===== src/include/acf_pkg.sv =====
// Package for the ALU condition-flag block: offsets, fields, operations
// Functional notes
// RULE1: Flag register is readable and writable like any other data register.
// RULE2: Flag-affecting op targeting the register updates its affected flags from ALU, not write.
// RULE3: Wipe op on flag register sets zero flag, other flags unchanged.
// RULE4: Software should alter flags only with bit, swap or copy operations.
// RULE5: Signed wrap bit 3 set when signed result overflows seven-bit magnitude.
// RULE6: Low-half-out set on carry from bit 3 in add and subtract.
// RULE7: Carry bit 0 set on carry-out from the top bit in add and subtract.
// RULE8: In subtraction carry and low-half-out mean no borrow when one.
// RULE9: Subtraction adds two's complement of second operand to first.
// RULE10: Sign bit 4 copies result top bit.
// RULE11: Zero bit 2 set on zero result; bits 7 to 5 read zero.
package acf_pkg;
  // ----------------------------------------------------------------
  // Register map
  // ----------------------------------------------------------------
  localparam logic [3:0] ACF_OFS_FLAGS  = 4'h0; // alu_status_flags
  localparam logic [3:0] ACF_OFS_OPA    = 4'h4; // operand A
  localparam logic [3:0] ACF_OFS_OPB    = 4'h8; // operand B
  localparam logic [3:0] ACF_OFS_CMD    = 4'hC; // command, write starts operation
  localparam logic [3:0] ACF_OFS_RESULT = 4'h0; // unused alias guard
  localparam logic [31:0] ACF_RD_UNMAPPED = 32'h00000000;
  // Field positions
  localparam int ACF_BIT_C    = 0;
  localparam int ACF_BIT_DC   = 1;
  localparam int ACF_BIT_Z    = 2;
  localparam int ACF_BIT_OV   = 3;
  localparam int ACF_BIT_N    = 4;
  localparam logic [7:0] ACF_FLAG_MASK = 8'h1F;
  localparam logic [7:0] ACF_RESET_VAL = 8'h00;
  // Command field: op in [3:0], dest-is-flags in [4]
  localparam int ACF_CMD_DST_BIT = 4;
  localparam logic [3:0] ACF_OP_ADD  = 4'h0;
  localparam logic [3:0] ACF_OP_SUB  = 4'h1;
  localparam logic [3:0] ACF_OP_AND  = 4'h2;
  localparam logic [3:0] ACF_OP_IOR  = 4'h3;
  localparam logic [3:0] ACF_OP_XOR  = 4'h4;
  localparam logic [3:0] ACF_OP_WIPE = 4'h5;
  localparam logic [3:0] ACF_OP_MOVE = 4'h6;
  localparam logic [3:0] ACF_OP_SWAP = 4'h7;
  localparam logic [3:0] ACF_OP_BCLR = 4'h8;
  localparam logic [3:0] ACF_OP_BSET = 4'h9;
endpackage


===== src/design/acf_alu_flags.sv =====
// ALU condition-flag logic with an Avalon-MM register slave
//
// The implementer's own choices: the address map and the Avalon-MM slave port.
`timescale 1ns/1ps
module acf_alu_flags
  import acf_pkg::*;
(
  input  wire logic        clk_i,
  input  wire logic        rst_n_i,
  input  wire logic [3:0]  avs_address_i,
  input  wire logic        avs_read_i,
  input  wire logic        avs_write_i,
  input  wire logic [31:0] avs_writedata_i,
  input  wire logic [3:0]  avs_byteenable_i,
  output logic [31:0]      avs_readdata_o,
  output logic             avs_waitrequest_o,
  output logic [7:0]       result_o,
  output logic [7:0]       flags_o
);
  // ----------------------------------------------------------------
  // State
  // ----------------------------------------------------------------
  logic [7:0]  flags_r;
  logic [7:0]  opa_r;
  logic [7:0]  opb_r;
  logic [7:0]  result_r;
  logic [31:0] rdata_r;
  logic        ack_r;
  logic        wr_go;
  logic        rd_go;

  // One wait cycle per access keeps read data registered
  // Writes commit only in the second cycle, where waitrequest is low,
  // so a write that is still being stalled can never change state
  assign wr_go = avs_write_i && ack_r;
  assign rd_go = avs_read_i && !ack_r;
  assign avs_waitrequest_o = (avs_read_i || avs_write_i) && !ack_r;

  always_ff @(posedge clk_i or negedge rst_n_i) begin
    if (!rst_n_i) begin
      ack_r <= 1'b0;
    end else begin
      ack_r <= (avs_read_i || avs_write_i) && !ack_r;
    end
  end

  // ----------------------------------------------------------------
  // ALU datapath
  // ----------------------------------------------------------------
  logic [3:0] cmd_op;
  logic       cmd_dst;
  logic [2:0] bit_sel;
  logic [7:0] b_eff;
  logic       c_in;
  logic [4:0] low_sum;
  logic [8:0] full_sum;
  logic [7:0] alu_res;
  logic       arith;
  logic       logic_op;

  assign cmd_op  = avs_writedata_i[3:0];
  assign cmd_dst = avs_writedata_i[ACF_CMD_DST_BIT];
  assign bit_sel = avs_writedata_i[10:8];

  // Subtraction as A + ~B + 1, so carries come out as inverted borrows
  always_comb begin
    b_eff = (cmd_op == ACF_OP_SUB) ? ~opb_r : opb_r; // RULE9
    c_in  = (cmd_op == ACF_OP_SUB);                   // RULE9
    low_sum  = {1'b0, opa_r[3:0]} + {1'b0, b_eff[3:0]} + {4'h0, c_in};
    full_sum = {1'b0, opa_r} + {1'b0, b_eff} + {8'h00, c_in};
    arith    = (cmd_op == ACF_OP_ADD) || (cmd_op == ACF_OP_SUB);
    logic_op = (cmd_op == ACF_OP_AND) || (cmd_op == ACF_OP_IOR) || (cmd_op == ACF_OP_XOR);
    case (cmd_op)
      ACF_OP_ADD:  alu_res = full_sum[7:0];
      ACF_OP_SUB:  alu_res = full_sum[7:0];
      ACF_OP_AND:  alu_res = opa_r & opb_r;
      ACF_OP_IOR:  alu_res = opa_r | opb_r;
      ACF_OP_XOR:  alu_res = opa_r ^ opb_r;
      ACF_OP_WIPE: alu_res = 8'h00;
      ACF_OP_MOVE: alu_res = opa_r;
      ACF_OP_SWAP: alu_res = {opa_r[3:0], opa_r[7:4]};
      default:     alu_res = 8'h00;
    endcase
  end

  // Target byte when the flag register itself is the operand
  logic [7:0] tgt_src;
  logic [7:0] tgt_val;
  always_comb begin
    tgt_src = cmd_dst ? flags_r : opa_r; // RULE1
    case (cmd_op)
      ACF_OP_BCLR: tgt_val = tgt_src & ~(8'h01 << bit_sel);
      ACF_OP_BSET: tgt_val = tgt_src | (8'h01 << bit_sel);
      ACF_OP_SWAP: tgt_val = {tgt_src[3:0], tgt_src[7:4]};
      default:     tgt_val = alu_res;
    endcase
  end

  // ----------------------------------------------------------------
  // Flag register
  // ----------------------------------------------------------------
  logic [7:0] nflags;
  logic       cmd_hit;
  assign cmd_hit = wr_go && (avs_address_i == ACF_OFS_CMD);

  always_comb begin
    nflags = flags_r;
    if (wr_go && (avs_address_i == ACF_OFS_FLAGS) && avs_byteenable_i[0]) begin
      nflags = avs_writedata_i[7:0] & ACF_FLAG_MASK; // RULE1
    end else if (cmd_hit) begin
      // Non-flag ops write through when the flag register is destination
      if (cmd_dst && !arith && !logic_op && (cmd_op != ACF_OP_WIPE)) begin
        nflags = tgt_val & ACF_FLAG_MASK; // RULE1
      end
      if (arith) begin
        nflags[ACF_BIT_C]  = full_sum[8];  // RULE7 RULE8 RULE2
        nflags[ACF_BIT_DC] = low_sum[4];   // RULE6 RULE8
        nflags[ACF_BIT_OV] = (opa_r[7] == b_eff[7]) && (full_sum[7] != opa_r[7]); // RULE5
        nflags[ACF_BIT_N]  = full_sum[7];  // RULE10
      end
      if (arith || logic_op || (cmd_op == ACF_OP_WIPE)) begin
        nflags[ACF_BIT_Z] = (alu_res == 8'h00); // RULE11 RULE3 RULE2
      end
      if (logic_op) begin
        nflags[ACF_BIT_N] = alu_res[7]; // RULE10
      end
    end
  end

  // Upper bits are never stored, so they always read as zero
  always_ff @(posedge clk_i or negedge rst_n_i) begin
    if (!rst_n_i) begin
      flags_r <= ACF_RESET_VAL;
    end else begin
      flags_r <= nflags & ACF_FLAG_MASK; // RULE11
    end
  end

  // Operand registers
  always_ff @(posedge clk_i or negedge rst_n_i) begin
    if (!rst_n_i) begin
      opa_r <= 8'h00;
      opb_r <= 8'h00;
    end else if (wr_go && avs_byteenable_i[0]) begin
      if (avs_address_i == ACF_OFS_OPA) begin
        opa_r <= avs_writedata_i[7:0];
      end else if (avs_address_i == ACF_OFS_OPB) begin
        opb_r <= avs_writedata_i[7:0];
      end
    end
  end

  // Result of the last command
  always_ff @(posedge clk_i or negedge rst_n_i) begin
    if (!rst_n_i) begin
      result_r <= 8'h00;
    end else if (cmd_hit) begin
      result_r <= cmd_dst ? (nflags & ACF_FLAG_MASK) : tgt_val;
    end
  end

  // Read data, registered during the wait cycle
  always_ff @(posedge clk_i or negedge rst_n_i) begin
    if (!rst_n_i) begin
      rdata_r <= 32'h00000000;
    end else if (rd_go) begin
      if (avs_address_i == ACF_OFS_FLAGS) begin
        rdata_r <= {24'h000000, flags_r}; // RULE1
      end else if (avs_address_i == ACF_OFS_OPA) begin
        rdata_r <= {24'h000000, opa_r};
      end else if (avs_address_i == ACF_OFS_OPB) begin
        rdata_r <= {24'h000000, opb_r};
      end else if (avs_address_i == ACF_OFS_CMD) begin
        rdata_r <= {24'h000000, result_r};
      end else begin
        rdata_r <= ACF_RD_UNMAPPED;
      end
    end
  end

  assign avs_readdata_o = rdata_r;
  assign result_o       = result_r;
  assign flags_o        = flags_r;

  // ----------------------------------------------------------------
  // Assertions
  // ----------------------------------------------------------------
  a_upper_zero: assert property (@(posedge clk_i) disable iff (!rst_n_i) // RULE11
    flags_o[7:5] == 3'b000) else $error("upper flag bits not zero");
  a_add_carry: assert property (@(posedge clk_i) disable iff (!rst_n_i) // RULE7
    (cmd_hit && cmd_op == ACF_OP_ADD) |=> flags_o[0] == $past({1'b0, opa_r} + {1'b0, opb_r}) >> 8)
    else $error("add carry wrong");
  a_sub_borrow: assert property (@(posedge clk_i) disable iff (!rst_n_i) // RULE8
    (cmd_hit && cmd_op == ACF_OP_SUB) |=> flags_o[0] == ($past(opa_r) >= $past(opb_r)))
    else $error("sub borrow wrong");
  a_sub_dborrow: assert property (@(posedge clk_i) disable iff (!rst_n_i) // RULE6
    (cmd_hit && cmd_op == ACF_OP_SUB) |=> flags_o[1] == ($past(opa_r[3:0]) >= $past(opb_r[3:0])))
    else $error("sub digit borrow wrong");
  a_zero_set: assert property (@(posedge clk_i) disable iff (!rst_n_i) // RULE11
    (cmd_hit && (arith || logic_op)) |=> flags_o[2] == ($past(alu_res) == 8'h00))
    else $error("zero flag wrong");
  a_wipe_zero: assert property (@(posedge clk_i) disable iff (!rst_n_i) // RULE3
    (cmd_hit && cmd_op == ACF_OP_WIPE && cmd_dst) |=> (flags_o == ($past(flags_r) | 8'h04)))
    else $error("wipe on flags wrong");
  a_sign_copy: assert property (@(posedge clk_i) disable iff (!rst_n_i) // RULE10
    (cmd_hit && arith && !cmd_dst) |=> flags_o[4] == result_o[7]) else $error("sign flag wrong");
  a_ovf_add: assert property (@(posedge clk_i) disable iff (!rst_n_i) // RULE5
    (cmd_hit && cmd_op == ACF_OP_ADD && opa_r == 8'h7F && opb_r == 8'h01) |=> flags_o[3])
    else $error("overflow missed");
  a_protect: assert property (@(posedge clk_i) disable iff (!rst_n_i) // RULE2
    (cmd_hit && cmd_op == ACF_OP_AND && cmd_dst && opa_r == 8'h00) |=> flags_o[2])
    else $error("flag write not blocked");
  a_swap_flags: assert property (@(posedge clk_i) disable iff (!rst_n_i) // RULE1
    (cmd_hit && cmd_op == ACF_OP_SWAP && cmd_dst) |=>
    flags_o == ({$past(flags_r[3:0]), $past(flags_r[7:4])} & 8'h1F)) else $error("swap wrong");
  a_dc_add: assert property (@(posedge clk_i) disable iff (!rst_n_i) // RULE6
    (cmd_hit && cmd_op == ACF_OP_ADD) |=> flags_o[1] == (({1'b0, $past(opa_r[3:0])} + {1'b0, $past(opb_r[3:0])}) > 5'h0F))
    else $error("add digit carry wrong");
  a_sub_wrap: assert property (@(posedge clk_i) disable iff (!rst_n_i) // RULE5
    (cmd_hit && cmd_op == ACF_OP_SUB && !cmd_dst) |=>
    flags_o[3] == (($past(opa_r[7]) != $past(opb_r[7])) && (result_o[7] != $past(opa_r[7]))))
    else $error("subtract overflow wrong");
  a_logic_keep: assert property (@(posedge clk_i) disable iff (!rst_n_i) // RULE2
    (cmd_hit && logic_op) |=> (flags_o[1:0] == $past(flags_r[1:0])) && (flags_o[3] == $past(flags_r[3])))
    else $error("logic op changed arithmetic flags");
  a_move_flags: assert property (@(posedge clk_i) disable iff (!rst_n_i) // RULE1
    (cmd_hit && cmd_op == ACF_OP_MOVE && cmd_dst) |=> flags_o == ($past(opa_r) & 8'h1F))
    else $error("move into flags wrong");
endmodule


===== config.mk =====
export PLATFORM = sky130hd
export DESIGN_NAME = acf_alu_flags
export DESIGN_NICKNAME = d
export VERILOG_FILES = /design/src/include/acf_pkg.sv /design/src/design/acf_alu_flags.sv
export SDC_FILE = /design/constraint.sdc
export NUM_CORES = 1
export LEC_CHECK = 0
export BUFFER_PORTS_ARGS = -buffer_cell sky130_fd_sc_hd__buf_4
export CAP_MARGIN = 20
export CORE_MARGIN = 10
export CORE_UTILIZATION = 35
export CTS_CLUSTER_SIZE = 12
export DETAILED_ROUTE_END_ITERATION = 10
export SYNTH_ARGS = -nofsm -noshare
export SYNTH_HDL_FRONTEND = slang
export SYNTH_SLANG_ARGS = --single-unit

===== constraint.sdc =====
create_clock -name clk_i -period 5.8 [get_ports clk_i]
set_input_delay 1.16 -clock clk_i [delete_from_list [all_inputs] [get_ports clk_i]]
set_output_delay 1.16 -clock clk_i [all_outputs]
set_load 0.03 [all_outputs]

# [After elaboration in Yosys (flattened, before gate mapping)]
# Index checks and enable logic that the tools add are counted.
[word_totals] word_cells=76 regBits=62 inputBits=44
[op_classes] eq_ne=15 bitwise_logic=8 n_mux=16 addsub=4 shift=1 reduce_logical=26
[ops] op="two-way mux 8 bit" count=7
[ops] op="one-hot mux 8 bit (6 select lines)" count=1
[ops] op="one-hot mux 8 bit (3 select lines)" count=1
[ops] op="equality test 4 x 3 -> 1 bit (second input constant)" count=5
[ops] op="AND 8 bit" count=2
[ops] op="equality test 4 bit (second input constant)" count=4
[ops] op="NOT 8 bit" count=2
[ops] op="bitwise OR 8 bit" count=2
[ops] op="two-way mux 5 bit" count=3
[ops] op="logical AND 1 bit" count=11
[ops] op="adder 8 x 8 -> 9 bit" count=1
[ops] op="adder 9 x 1 -> 9 bit" count=1
[ops] op="equality test 4 x 2 -> 1 bit (second input constant)" count=2
[ops] op="zero test 4 bit" count=2
[ops] op="zero test 8 bit" count=1
[ops] op="left shift 1 x 3 -> 8 bit (first input constant)" count=1
[ops] op="XOR 8 bit" count=1
[ops] op="logical OR 1 bit" count=6
[ops] op="adder 4 x 4 -> 5 bit" count=1
[ops] op="adder 5 x 1 -> 5 bit" count=1
[ops] op="equality test 4 x 1 -> 1 bit (second input constant)" count=1
[ops] op="two-way mux 2 bit" count=2
[ops] op="inequality test 4 x 3 -> 1 bit (second input constant)" count=1
[ops] op="zero test 1 bit" count=3
[ops] op="7 further kinds" count=8

# [Depth between registers and ports, before layout]
[depth] word_depth=12 ltp_mapped=13 ltp_nobuf=11

# [Worst setup path after synthesis]
# OpenSTA, ideal clock, no wires.
[synth_path] kind="in2reg" startpoint="input avs_writedata_i[3]" endpoint="register result_r[6] (netlist: result_o[6])" setup_ns=0.121 slack_ns=1.911 path_stages=13 path_buffers=2 arrival_ns=3.768 path_cell_list="buf_6 or4b_4 buf_6 xnor2_1 inv_1 fa_1 nand2b_1 a21oi_1 mux2i_1 a31oi_1 a211oi_1 o21ai_0 a22o_1"
[synth_between] elab_chain_cells=7 word_cells_on_any_way=16 cone_classes="add/sub: 2; eq/ne: 8; mux: 4; reduce/logical: 2"
[synth_lines] element="start: declaration" line="acf_alu_flags.sv:13" source="input wire logic [31:0] avs_writedata_i,"
[synth_lines] element="equality test 4 x 1 -> 1 bit" line="acf_alu_flags.sv:67, acf_alu_flags.sv:68, acf_alu_flags.sv:73"
[synth_lines] element="two-way mux 8 bit" line="acf_alu_flags.sv:67" source="b_eff = (cmd_op == ACF_OP_SUB) ? ~opb_r : opb_r;"
[synth_lines] element="adder 8 x 8 -> 9 bit" line="acf_alu_flags.sv:70" source="full_sum = {1'b0, opa_r} + {1'b0, b_eff} + {8'h00, c_in};"
[synth_lines] element="adder 9 x 1 -> 9 bit" line="acf_alu_flags.sv:70"
[synth_lines] element="one-hot mux 8 bit (6 select lines)" line="acf_alu_flags.sv:73" source="case (cmd_op)"
[synth_lines] element="one-hot mux 8 bit (3 select lines) (*)" line="acf_alu_flags.sv:91" source="case (cmd_op)"
[synth_lines] element="two-way mux 8 bit (*)" line="acf_alu_flags.sv:158" source="result_r <= cmd_dst ? (nflags & ACF_FLAG_MASK) : tgt_val;"
[synth_lines] element="end signal: assignment" line="acf_alu_flags.sv:158"
[synth_lines] element="end: declaration" line="acf_alu_flags.sv:26" source="logic [7:0] result_r;"
# Mark *: on every way between the ends. The rest lies on a longest branch, timed or not.
# A chain may end at the register's enable or synchronous reset.

# [Worst setup path after layout]
[layout_path] startpoint="input avs_writedata_i[0]" endpoint="register result_r[5] (netlist: result_o[5])"
# Same word-level chain as after synthesis.

==> impl_metrics.ini <==
[worst_setup_path]
start_kind = input pin
crit_fanout = 35
r2r_slack_ns = 2.81
endpoint_kind = flop
reg2regPathDepth = 9
crit_type = in2reg
rr_startpoint = opb_r[4]$_DFFE_PN0P_
critical_path_arrival_ns = 4.50
crit_start = avs_writedata_i[0]
cp.required_ns = 5.99
endpoint = result_o[5]$_DFFE_PN0P_
r2r_end = result_o[5]$_DFFE_PN0P_

[global_route]
antenna_found_initial = 0
grt_use_met3_pct = 2.98
grt_max_degree = 39
grt.busiest_layer = met2
gr-total-overflow = 0
met2_usage_pct = 22.8
first_global_vias = 3075
grt_pass1_wl_um = 17500
grt_usage_pct = 14.8
use_met1_pct = 20.1

[detailed_routing]
dr_total_vias = 3253
first_pass_iters = 5
routed_wl_um = 11200
ant_nets = 0
drtIter0Drc = 270
routedWlPerCell_um = 19.1
drc_errors = 0
vias_per_cell = 5.54

[cts]
cts_resized = 0
worstSkewPairLatency_ns = 0.29
cts_root_buf = clkbuf_8
cts_tree = built
numCtsBuffers = 5
htree_levels = 2
cts_buffer_depth = 2
clk_pin_slew_ns = 0.07
clock_sink_count = 38
ctsHoldBuffers = 0
post_cts_buffers = 0

[worst_hold_path]
hold_path_class = reg2reg
hold_path_depth = 1
min_from = ack_r$_DFF_PN0_

[timing]
tightest_slew_ns = 0.633
fin_crit_ns = 4.31
slew_headroom_pct = 57.6
max_freq_mhz = 232
setup_tns_ns = 0
rsz0062_at_grt = no
maxSlewViolCount = 0
finalClockSkew_ns = 0.00717
setup_viol = 0
fin_crit_sh_pct = 74.2
hold_ws_ns = 0.490
hold_violations = 0

[logic_synthesis]
ys_async_sr_fraction_pct = 100
synth_seq_cells = 38
synth_largest_area_cell = dfrtp_1
synth_cell_type_count = 65
synth_top_cells_by_count = 38 x dfrtp_1, 37 x nand2_1, 31 x o21ai_0
synth_top_flop_cell = dfrtp_1
synth_most_common_cell = dfrtp_1
netlist_instances = 427
synth.avg_cell_area_um2 = 8.60
synth_top_area_share_pct = 25.9
synth_edf_count = 0
syn-cell-area_mm2 = 0.00367
yosysWarnings = 0
seq_area_frac_synth_pct = 25.9
synth_area_leaders = dfrtp_1 26%, ha_1 8.5%, buf_4 5.5%

[power]
intPower_mw = 0.555
combPwrFrac_pct = 41.3
clkPwrFrac_pct = 19.8
cellPowerDensity_mw_per_mm2 = 236
p_leak_nw = 1.76
p_seq_share_pct = 38.8
finalPower_mw = 0.950
ir_drop_v = 0.0000975
p_switching_mw = 0.395
netSwitchingFraction_pct = 41.6

[final_layout]
final_nets = 520
diodes = 0
layout-drive-gt1-share_pct = 17.7
fin_util_pct = 39.2
area_delta_synth_final_pct = 9.74
instances_no_fill = 587

[floorplanning]
die_w_um = 122
core_region_area_mm2 = 0.0103
start_util_pct = 35.7
die_h_um = 122
die_area_mm2 = 0.0150
boundaryPins = 93
fp-row-count = 37

[outcome]
run_status = finished, final reports clean

[placed_design]
gp_congestion = 0.907
dp_hpwl_um = 8540
dp.cells = 579
port_buffers = 41

[job]
drv_cap = 0
-- registers in the layout, summed over array words and instances (netlist names) --
register,flops
ack_r,1
avs_readdata_o,8
flags_o,5
opa_r,8
opb_r,8
result_o,8
-- layer usage --
metal | vias up | routed length (um)
li1 | 1550 | -
met1 | 1564 | 4810
met2 | 115 | 5290
met3 | 24 | 816
met4 | 0 | 296
met5 | - | 0
-- kinds of logic after synthesis --
kind of cell | after synthesis | share of synthesized area (%)
other | 1 | 0.102
and+or+nand+nor | 130 | 18.6
xor gates and xnor gates | 10 | 2.38
muxes | 34 | 12.2
AOI/OAI and AO/OA | 113 | 20.8
buffers and inverters | 75 | 11.0
adders and majority gates | 26 | 9.06
DFF | 38 | 25.9
-- worst min-delay path by stage --
stage                                          endpoint  slack [ns]
after floorplan                    opb_r[2]$_DFFE_PN0P_        0.53
after global placement                  ack_r$_DFF_PN0_        0.47
after detailed placement  avs_readdata_o[5]$_DFFE_PN0P_        0.49
after CTS                               ack_r$_DFF_PN0_        0.50
after global routing      avs_readdata_o[7]$_DFFE_PN0P_        0.53
final                                   ack_r$_DFF_PN0_        0.49
-- worst max-delay path, stage by stage --
cell and delay (ns):
buf_4 0.31, or4b_4 0.63, xnor2_1 0.24, ha_1 0.30, a21oi_1 0.28, o21ai_0 0.13, o21ai_0 0.21, xnor2_1 0.11
a211oi_1 0.57, o221ai_1 0.28, a22o_1 0.25
-- layout make-up --
type | instances | area, um^2
inverter | 23 | 86.3
tap | 136 | 170
clock buffer | 7 | 86.3
timing repair buffer | 42 | 315
fill | 1070 | 6250
sequential | 38 | 951
clock inverter | 1 | 5.00
multi-input combinational | 340 | 2420
-- cell usage in the layout, fill, tap and decap left out, drive strengths merged, types with 3 or more instances in the layout --
master   n
or3      9
o32ai    3
nand3    7
a21oi   22
mux4     7
o21ai   33
a22o     8
conb    27
nor2b    7
a31oi    5
buf     42
mux2    16
o221ai   5
nor2    28
o21a     3
ha      25
nand3b   5
clkbuf   7
mux2i   11
inv     23
xnor2   10
dfrtp   38
nor3     8
nand2b  10
a22oi    8
nand2   37
nor3b    5
a211oi   4
-- stage by stage --
step	setup WS [ns]	area [um^2]
floorplan	1.91	3770
global route	1.18	4030
detailed placement	1.17	3940
finish	1.49	4030
CTS	1.49	4030
global placement	1.24	3940
-- power groups by stage --
stage	Sequential, mW	Combinational (mW)	Clock [mW]
6_report	0.369	0.393	0.188
5_1_grt	0.375	0.436	0.203
4_1_cts	0.369	0.393	0.193
3_5_place_dp	0.375	0.392	0
3_3_place_gp	0.374	0.385	0
2_1_floorplan	0.380	0.261	0
(Power assumes the default switching activity.)
